$ cat config.mk
export PLATFORM = sky130hd
export DESIGN_NAME = arx_rx_port
export DESIGN_NICKNAME = d
export VERILOG_FILES = /design/src/inc/arx_pkg.sv /design/src/logic/arx_rx_port.sv
export SDC_FILE = /design/constraint.sdc
export NUM_CORES = 1
export LEC_CHECK = 0
export ABC_AREA = 1
export BUFFER_PORTS_ARGS = -buffer_cell sky130_fd_sc_hd__buf_2
export CORE_UTILIZATION = 45
export CTS_CLUSTER_DIAMETER = 40
export DETAILED_ROUTE_END_ITERATION = 12
export GPL_ROUTABILITY_DRIVEN = 0
export GPL_TIMING_DRIVEN = 0
export HOLD_SLACK_MARGIN = 0.06
export SYNTH_ARGS = -nofsm -noshare
export SYNTH_HDL_FRONTEND = slang
export SYNTH_SLANG_ARGS = --single-unit
$ cat constraint.sdc
create_clock -name CLK -period 3.3 [get_ports CLK]
set_input_delay 0.495 -clock CLK [delete_from_list [all_inputs] [get_ports CLK]]
set_output_delay 0.495 -clock CLK [all_outputs]
set_load 0.05 [all_outputs]
$ cat src/inc/arx_pkg.sv
// package for the audio receive port: register map, field layout, reset values, carriers
package arx_pkg;
    localparam int         ADDR_W        = 8;
    localparam int         CNT_W         = 13;
    localparam int         WORD_W        = 24;
    localparam int         NCH           = 2;
    // byte offsets
    localparam logic [7:0] OFS_CTRL      = 8'h00;
    localparam logic [7:0] OFS_PERIOD    = 8'h04;
    localparam logic [7:0] OFS_HIGH      = 8'h08;
    localparam logic [7:0] OFS_LOC       = 8'h0C;
    localparam logic [7:0] OFS_RES       = 8'h10;
    localparam logic [7:0] OFS_STATUS    = 8'h14;
    localparam logic [7:0] OFS_MASK      = 8'h18;
    localparam logic [7:0] OFS_DATA1     = 8'h1C;
    localparam logic [7:0] OFS_DATA2     = 8'h20;
    localparam logic [7:0] OFS_RATE      = 8'h24;
    // control field positions
    localparam int         CB_HALF       = 0;
    localparam int         CB_STP        = 1;
    localparam int         CB_AP1        = 2;
    localparam int         CB_AP2        = 3;
    localparam int         CB_DBL        = 4;
    localparam int         CB_BYP        = 5;
    localparam int         CB_CSEL       = 6;
    localparam int         CB_FSEN       = 8;
    localparam int         CB_PDN        = 9;
    localparam int         CB_PEN        = 10;
    // status bit positions
    localparam int         SB_OVLD       = 0;
    localparam int         SB_ERR        = 1;
    localparam int         SB_EARLY      = 2;
    localparam int         SB_LATE       = 3;
    localparam int         SB_MISS       = 4;
    localparam int         ST_W          = 5;
    // reset values
    localparam logic [10:0] RST_CTRL     = 11'h200;
    localparam logic [12:0] RST_PERIOD   = 13'h0040;
    localparam logic [12:0] RST_HIGH     = 13'h0020;
    localparam logic [4:0]  RST_RES      = 5'h18;
    localparam logic [4:0]  RST_MASK     = 5'h1F;
    // converter clock codes
    localparam logic [1:0] CSEL_6M       = 2'h0;
    localparam logic [1:0] CSEL_12M      = 2'h1;
    localparam logic [1:0] CSEL_24M      = 2'h3;
    localparam logic [1:0] CSEL_TBL      = 2'h2;

    typedef struct packed {
        logic              port_en;
        logic              global_powerdown;
        logic              sample_rate_clock_en;
        logic [1:0]        converter_clock_select;
        logic              rate_converter_bypass;
        logic              double_rate_select;
        logic [NCH-1:0]    chan_phase_sel;
        logic              frame_start_phase;
        logic              half_duty_mode_en;
    } arx_ctrl_t;

    typedef struct packed {
        logic [CNT_W-1:0]  sync_period_setting;
        logic [CNT_W-1:0]  sync_high_width;
        logic [11:0]       loc1;
        logic [11:0]       loc2;
        logic [4:0]        res;
    } arx_frame_t;
endpackage

$ cat src/logic/arx_rx_port.sv
// receive side of the audio serial port: framing, sync checks, status, converter control
`timescale 1ns/1ns
module arx_rx_port
    import arx_pkg::*;
(
    input  wire logic              CLK,
    input  wire logic              RST_N,
    input  wire logic              SCLK,
    input  wire logic              LRCK,
    input  wire logic              SDIN,
    input  wire logic [ADDR_W-1:0] ADDR,
    input  wire logic [31:0]       WDATA,
    input  wire logic              WR,
    input  wire logic              RD,
    output logic      [31:0]       RDATA,
    output logic                   INT_OUT,
    output logic      [WORD_W-1:0] PLAY_DATA,
    output logic                   PLAY_CHAN,
    output logic                   PLAY_VALID,
    output logic                   PLAY_BYPASS,
    output logic                   BAND_LIMIT,
    output logic      [1:0]        CONV_CLK_SEL,
    output logic      [4:0]        CONV_CLK_MHZ,
    output logic                   SAMPLE_CLK_EN,
    output logic                   POWERDOWN
);
    function automatic logic [4:0] clk_mhz(input logic [1:0] code);
        unique case (code)
            CSEL_6M:  clk_mhz = 5'h06;
            CSEL_12M: clk_mhz = 5'h0C;
            default:  clk_mhz = 5'h18;  // 11 and the table's 10 both mean the fastest clock
        endcase
    endfunction

    arx_ctrl_t        ctrl_q;
    arx_frame_t       frm_q;
    logic [ST_W-1:0]  status_q, mask_q;
    logic [3:0]       rate_in_q, rate_out_q;
    logic [2:0]       sclk_s, lrck_s, sdin_s;
    logic             sclk_rise, lvl, prev_lvl_q, sync_edge, half_eff;
    logic             in_frame_q, frame_go, early_armed_q, frame_on;
    logic [CNT_W-1:0] pos_q, pos_cur, phase_cnt_q, phase_len, expected;
    logic [CNT_W:0]   nosync_q;
    logic             ev_early, ev_late, ev_miss, ev_ovld;
    logic [WORD_W-1:0] shift_q [NCH];
    logic [WORD_W-1:0] word_q  [NCH];
    logic [NCH-1:0]   pend_q, done;
    logic [ST_W-1:0]  st_set, st_clr;

    // pins cross in through two flops; only the second stage and later is read
    always_ff @(posedge CLK) begin
        if (!RST_N) begin
            sclk_s <= 3'h0;
            lrck_s <= 3'h0;
            sdin_s <= 3'h0;
        end else begin
            sclk_s <= {sclk_s[1:0], SCLK};
            lrck_s <= {lrck_s[1:0], LRCK};
            sdin_s <= {sdin_s[1:0], SDIN};
        end
    end

    assign sclk_rise = sclk_s[1] & ~sclk_s[2];
    assign lvl       = lrck_s[1];
    assign sync_edge = sclk_rise & (lvl != prev_lvl_q);
    assign half_eff  = ctrl_q.half_duty_mode_en & ~ctrl_q.double_rate_select;

    // half-duty: the chosen edge starts a frame only if the line sat at the other level on the previous bit clock
    always_comb begin
        if (ctrl_q.half_duty_mode_en)
            frame_go = sync_edge & (lvl == ctrl_q.frame_start_phase);
        else
            frame_go = sync_edge & lvl;
    end

    // bit location: per phase in half-duty without double rate, per frame otherwise
    always_comb begin
        if (half_eff ? sync_edge : frame_go)
            pos_cur = '0;
        else
            pos_cur = pos_q + 13'h0001;
    end

    always_ff @(posedge CLK) begin
        if (!RST_N) begin
            prev_lvl_q <= 1'b0;
            pos_q      <= '0;
            in_frame_q <= 1'b0;
        end else if (sclk_rise) begin
            prev_lvl_q <= lvl;
            pos_q      <= pos_cur;
            if (!ctrl_q.port_en)
                in_frame_q <= 1'b0;
            else if (frame_go)
                in_frame_q <= 1'b1;
        end
    end

    // the edge that opens a frame already carries its first bit, so capture cannot wait for the flop
    assign frame_on = in_frame_q | (frame_go & ctrl_q.port_en);

    // phase length checks
    assign phase_len = phase_cnt_q;
    assign expected  = prev_lvl_q ? frm_q.sync_high_width
                                  : frm_q.sync_period_setting - frm_q.sync_high_width;
    assign ev_early  = sync_edge & in_frame_q & (phase_len < expected) & early_armed_q;
    assign ev_late   = sync_edge & in_frame_q & (phase_len > expected);
    assign ev_miss   = sclk_rise & ctrl_q.port_en & ~sync_edge
                     & (nosync_q > {frm_q.sync_period_setting, 1'b0});

    always_ff @(posedge CLK) begin
        if (!RST_N) begin
            phase_cnt_q <= '0;
        end else if (sclk_rise) begin
            if (sync_edge)
                phase_cnt_q <= 13'h0001;
            else if (phase_cnt_q != '1)
                phase_cnt_q <= phase_cnt_q + 13'h0001;
        end
    end

    always_ff @(posedge CLK) begin
        if (!RST_N) begin
            nosync_q <= '0;
        end else if (sclk_rise) begin
            if (sync_edge)
                nosync_q <= '0;
            else if (nosync_q != '1)
                nosync_q <= nosync_q + 14'h0001;
        end
    end

    // one early report, then silence until a transition of the right length
    always_ff @(posedge CLK) begin
        if (!RST_N)
            early_armed_q <= 1'b1;
        else if (ev_early)
            early_armed_q <= 1'b0;
        else if (sync_edge && phase_len == expected)
            early_armed_q <= 1'b1;
    end

    // capture channels
    for (genvar c = 0; c < NCH; c++) begin : g_chan
        logic [11:0] loc;
        logic        phase_ok, in_slot, last_bit;
        assign loc      = (c == 0) ? frm_q.loc1 : frm_q.loc2;
        assign phase_ok = !half_eff || (lvl == ctrl_q.chan_phase_sel[c]);
        assign in_slot  = ({1'b0, loc} <= pos_cur)
                        && (pos_cur < {1'b0, loc} + {8'h00, frm_q.res});
        assign last_bit = pos_cur == {1'b0, loc} + {8'h00, frm_q.res} - 13'h0001;
        assign done[c]  = sclk_rise & frame_on & phase_ok & last_bit;
        always_ff @(posedge CLK) begin
            if (!RST_N) begin
                shift_q[c] <= '0;
                word_q[c]  <= '0;
            end else if (sclk_rise && frame_on && phase_ok && in_slot) begin
                shift_q[c] <= {shift_q[c][WORD_W-2:0], sdin_s[1]};
                if (last_bit)
                    word_q[c] <= {shift_q[c][WORD_W-2:0], sdin_s[1]} << (5'd24 - frm_q.res);
            end
        end
    end

    // one word served per cycle, channel 1 first; a second request on a busy slot overloads
    assign ev_ovld = |(done & pend_q);
    always_ff @(posedge CLK) begin
        if (!RST_N) begin
            pend_q     <= '0;
            PLAY_VALID <= 1'b0;
            PLAY_CHAN  <= 1'b0;
            PLAY_DATA  <= '0;
        end else begin
            PLAY_VALID <= 1'b0;
            if (pend_q[0]) begin
                PLAY_VALID <= 1'b1;
                PLAY_CHAN  <= 1'b0;
                PLAY_DATA  <= word_q[0];
            end else if (pend_q[1]) begin
                PLAY_VALID <= 1'b1;
                PLAY_CHAN  <= 1'b1;
                PLAY_DATA  <= word_q[1];
            end
            pend_q[0] <= done[0] | (pend_q[0] & 1'b0);
            pend_q[1] <= done[1] | (pend_q[1] & pend_q[0]);
        end
    end

    // sticky status, set beats clear
    always_comb begin
        st_set           = '0;
        st_set[SB_OVLD]  = ev_ovld;
        st_set[SB_EARLY] = ev_early;
        st_set[SB_LATE]  = ev_late;
        st_set[SB_ERR]   = ev_early | ev_late;
        st_set[SB_MISS]  = ev_miss;
        st_clr           = (WR && ADDR == OFS_STATUS) ? WDATA[ST_W-1:0] : '0;
    end

    always_ff @(posedge CLK) begin
        if (!RST_N)
            status_q <= '0;
        else
            status_q <= (status_q & ~st_clr) | st_set;
    end

    always_ff @(posedge CLK) begin
        if (!RST_N)
            INT_OUT <= 1'b0;
        else
            INT_OUT <= |(((status_q & ~st_clr) | st_set) & ~mask_q);
    end

    // register writes
    always_ff @(posedge CLK) begin
        if (!RST_N) begin
            ctrl_q     <= RST_CTRL;
            frm_q      <= {RST_PERIOD, RST_HIGH, 24'h000000, RST_RES};
            mask_q     <= RST_MASK;
            rate_in_q  <= '0;
            rate_out_q <= '0;
        end else if (WR) begin
            unique case (ADDR)
                OFS_CTRL:   ctrl_q <= WDATA[10:0];
                OFS_PERIOD: frm_q.sync_period_setting <= WDATA[CNT_W-1:0];
                OFS_HIGH:   frm_q.sync_high_width <= WDATA[CNT_W-1:0];
                OFS_LOC: begin
                    frm_q.loc1 <= WDATA[11:0];
                    frm_q.loc2 <= WDATA[27:16];
                end
                OFS_RES:    frm_q.res <= WDATA[4:0];
                OFS_MASK:   mask_q <= WDATA[ST_W-1:0];
                OFS_RATE: begin
                    rate_in_q  <= WDATA[3:0];
                    rate_out_q <= WDATA[7:4];
                end
                default: ;
            endcase
        end
    end

    // reads answer one cycle later; unmapped reads give zero
    always_ff @(posedge CLK) begin
        if (!RST_N) begin
            RDATA <= '0;
        end else if (RD) begin
            unique case (ADDR)
                OFS_CTRL:   RDATA <= {21'h0, ctrl_q};
                OFS_PERIOD: RDATA <= {19'h0, frm_q.sync_period_setting};
                OFS_HIGH:   RDATA <= {19'h0, frm_q.sync_high_width};
                OFS_LOC:    RDATA <= {4'h0, frm_q.loc2, 4'h0, frm_q.loc1};
                OFS_RES:    RDATA <= {27'h0, frm_q.res};
                OFS_STATUS: RDATA <= {27'h0, status_q};
                OFS_MASK:   RDATA <= {27'h0, mask_q};
                OFS_DATA1:  RDATA <= {8'h0, word_q[0]};
                OFS_DATA2:  RDATA <= {8'h0, word_q[1]};
                OFS_RATE:   RDATA <= {24'h0, rate_out_q, rate_in_q};
                default:    RDATA <= '0;
            endcase
        end else begin
            RDATA <= '0;
        end
    end

    // converter control; settings are only safe to change around a power cycle
    always_ff @(posedge CLK) begin
        if (!RST_N) begin
            PLAY_BYPASS   <= 1'b0;
            BAND_LIMIT    <= 1'b0;
            CONV_CLK_SEL  <= CSEL_6M;
            CONV_CLK_MHZ  <= 5'h06;
            SAMPLE_CLK_EN <= 1'b0;
            POWERDOWN     <= 1'b1;
        end else begin
            PLAY_BYPASS   <= ctrl_q.rate_converter_bypass;
            BAND_LIMIT    <= ~ctrl_q.rate_converter_bypass & (rate_out_q < rate_in_q);
            CONV_CLK_SEL  <= ctrl_q.converter_clock_select;
            CONV_CLK_MHZ  <= clk_mhz(ctrl_q.converter_clock_select);
            SAMPLE_CLK_EN <= ctrl_q.sample_rate_clock_en;
            POWERDOWN     <= ctrl_q.global_powerdown;
        end
    end
endmodule // arx_rx_port

==> out/qor.yml <==
floorplanning:
  rows: 73
  initial_utilization_pct: 46.0
  io_pins: 117
  die_area_mm2: 0.0417
  coreArea_mm2: 0.0400
  die_h_um: 204
  die_w_um: 204
placed_design:
  placed_cells: 3257
  io_buffers: 103
  dp_hpwl_mm: 50.5
  placed_area_mm2: 0.0196
  place_ws_ps: -1490
detailed_routing:
  drc: 0
  wire_per_inst_um: 20.0
  drt-total-wl_mm: 69.4
  drt_pass1_iterations: 6
  drt_iter0_drc: 2035
  vias_per_cell: 5.69
  route.met2.wl_mm: 31.1
  vias: 19700
  routedLengthMet1_mm: 28.3
  wl_met3_mm: 6.40
  ant_nets: 0
  routed.top_layer: "met4"
pwr:
  vdd_ir_drop_max_uv: 369
  p_sw_mw: 2.60
  p_seq_share_pct: 38.4
  p_leak_nw: 10.2
  p_clk_share_pct: 54.0
  power_frac_comb_pct: 7.6
  switching_share_pct: 26.1
  intPower_mw: 7.39
  power_density_mw_per_mm2: 411
sta:
  min_period_ps: 3730
  max_slew.worst_pin.slew_ps: 1400
  hold_ws_ps: 81.4
  tns_ps: -35560
  hold_violations: 0
  slew-limit-headroom_pct: 6.63
  timing.fmax_ghz: 0.268
  min_period_over_period_pct: 113
  slew_violations: 0
  setup_ws_ps: -426
  fin_skew_ps: 31.6
  setup_violations: 187
  grt_setup_unrepaired: "true"
setup_path:
  crit_required_ps: 3770
  crit_type: "register to register"
  ff2ff_path_depth: 27
  timing.critical_path.to_type: "register"
  cp-start-kind: "register"
  crit_arrival_ps: 4200
  cp_max_fo: 4
layout:
  n_antenna_cell: 0
  nNetsFinal: 3057
  fillCellCount: 3636
  final_cells: 3468
  area_growth_pct: 32.0
  multi_input_area_mm2: 0.0116
  final_area_mm2: 0.0243
  drive_gt1_share_pct: 22.0
  seq_area_mm2: 0.00689
clock_network:
  cts_sinks: 295
  path_clk_slew_ps: 60
  cts_made_buffers: 51
  cts_tree: "built"
  clk_latency_ps: 600
  root_buffer: "clkbuf_16"
  htreeDepth: 2
  clock_path_buffers: 3
synthesis:
  postSynth.asyncResetShare_pct: 0
  syn_inst: 2625
  syn_avg_cell_area_um2: 7.01
  ys_types: 59
  synth_seq_cells: 295
  ys_warn_count: 0
  netlist_area_mm2: 0.0184
  ys_top_cells_by_count: "nand2_1 (607), inv_1 (327), nor2_1 (289)"
  synth.top_cell.area_share_pct: 21.9
  synth_edf_count: 94
  synth-main-ff-cell: "dfxtp_1"
  ys_top_cells_by_area: "dfxtp_1 (22%), edfxtp_1 (15%), nand2_1 (12%), o21ai_0 (7.2%), ha_1 (7.1%)"
  yosys.area.top_type: "dfxtp_1"
  yosysMostFrequentCell: "nand2_1"
  synth-seq-area-share_pct: 37.2
global_route:
  grt_max_degree: 18
  overflow: 0
  grt_pass1_vias: 18400
  antenna_found_initial: 0
  track_usage_pct: 32.4
  grt_pass1_wl_mm: 103
status:
  status: "finished, violations left"
  violations: "setup timing"
run:
  max_cap_violations: 0
hold_path:
  hold_depth: 3
  hold_path_class: "input port to register"
## cell families after synthesis
kind of cell | Yosys count | share of synthesized area (%)
other | 1 | 0.0204
flip-flops | 295 | 37.2
buffers and inverters | 439 | 9.21
adder cells (fa/ha/maj) | 108 | 7.47
AO/OA/AOI/OAI | 604 | 18.0
multiplexers | 20 | 1.09
XOR/XNOR | 17 | 0.809
AND/OR/NAND/NOR | 1141 | 26.2
## area by class of cell
cell class                      instances  area share [%]
Inverter                              335            5.42
Sequential cell                       295            28.4
Multi-Input combinational cell       1905            47.6
Timing Repair Buffer                  210            6.58
Clock inverter                         32            1.37
Buffer                                104            2.12
Tap cell                              525            2.70
Clock buffer                           62            5.85
## sequential cells by signal (all words and copies together) (netlist names), 2 cells and up
signal	cells
CONV_CLK_MHZ	4
CONV_CLK_SEL	2
PLAY_DATA	24
RDATA	28
ctrl_q	11
frm_q	31
g_chan.loc	24
lrck_s	2
mask_q	5
nosync_q	14
pend_q	2
phase_cnt_q	13
pos_q	13
rate_in_q	4
rate_out_q	4
sclk_s	3
sdin_s	2
shift_q	46
status_q	5
word_q	48
## cell usage in the layout, fill, tap and decap left out, types with 14 or more instances in the layout
cell type / n
o211ai_1: 21
nand2_8: 15
nand2_2: 36
mux2i_1: 20
dfxtp_1: 183
a211oi_1: 15
nand3_2: 19
clkbuf_1: 86
ha_4: 19
nor2_4: 75
buf_4: 75
buf_6: 21
edfxtp_1: 94
nor2_1: 199
nand2_1: 558
a21oi_1: 214
clkbuf_16: 57
nand3_1: 110
buf_2: 107
ha_1: 81
nor3_1: 22
inv_2: 17
a21oi_2: 14
inv_1: 305
nor2_2: 38
nand4_1: 29
o21ai_0: 254
## final timing paths
path                            slack (ps)  startpoint         to
worst max-delay path                  -430   frm_q[42]    INT_OUT
worst min-delay path                    80        SCLK  sclk_s[0]
worst max register to register        -430   frm_q[42]    INT_OUT
worst min register to register         410   lrck_s[0]  lrck_s[1]
## metal layers
| metal | GRT usage (%) | vias up |
|---|---|---|
| li1 | - | 9320 |
| met1 | 41.8 | 9199 |
| met2 | 50.9 | 984 |
| met3 | 6.54 | 226 |
| met4 | 17.3 | 0 |
| met5 | 0 | - |
## power groups by stage
| stage | clock [mW] | sequential (mW) | combinational [mW] |
|---|---|---|---|
| floorplan | 0 | 3.90 | 0.382 |
| global placement | 0 | 3.92 | 0.590 |
| detailed placement | 0 | 3.92 | 0.598 |
| CTS | 5.45 | 3.83 | 0.687 |
| global route | 5.62 | 3.84 | 0.814 |
| finish | 5.40 | 3.84 | 0.759 |
## repair_timing
action	4_1_cts	5_1_grt
setup endpoints to repair	196	196
setup buffers	99	28
pin swaps	70	77
gates resized for setup	308	182
gates cloned	15	1
hold buffers	0	0
## stage by stage
step / power [mW] / utilization [%]
floorplan: 4.28 / -
global placement: 4.50 / 49.0
detailed placement: 4.51 / 49.0
CTS: 9.97 / 58.2
global route: 10.3 / 60.7
finish: 10.0 / 60.7
## critical path, stage by stage (launching register included)
cell and delay [ps]:
dfxtp_4 350, inv_4 60, ha_4 130, inv_4 40
fa_2 410, nand3_2 80, nand2_2 60, inv_2 70
o221ai_4 100, a21oi_2 150, o21bai_1 90, nand2_1 80
nand2_1 70, a21oi_2 150, xor2_1 170, nand2_1 110
o21ai_4 120, ha_4 250, nand2_8 80, nor2_1 50
nand2_1 100, o2111ai_4 120, nand3b_1 250, nand3_2 150
nand2_2 90, nand3_2 60, o21ai_1 110, nand2_1 100
Power figures use the tool's default switching activity.
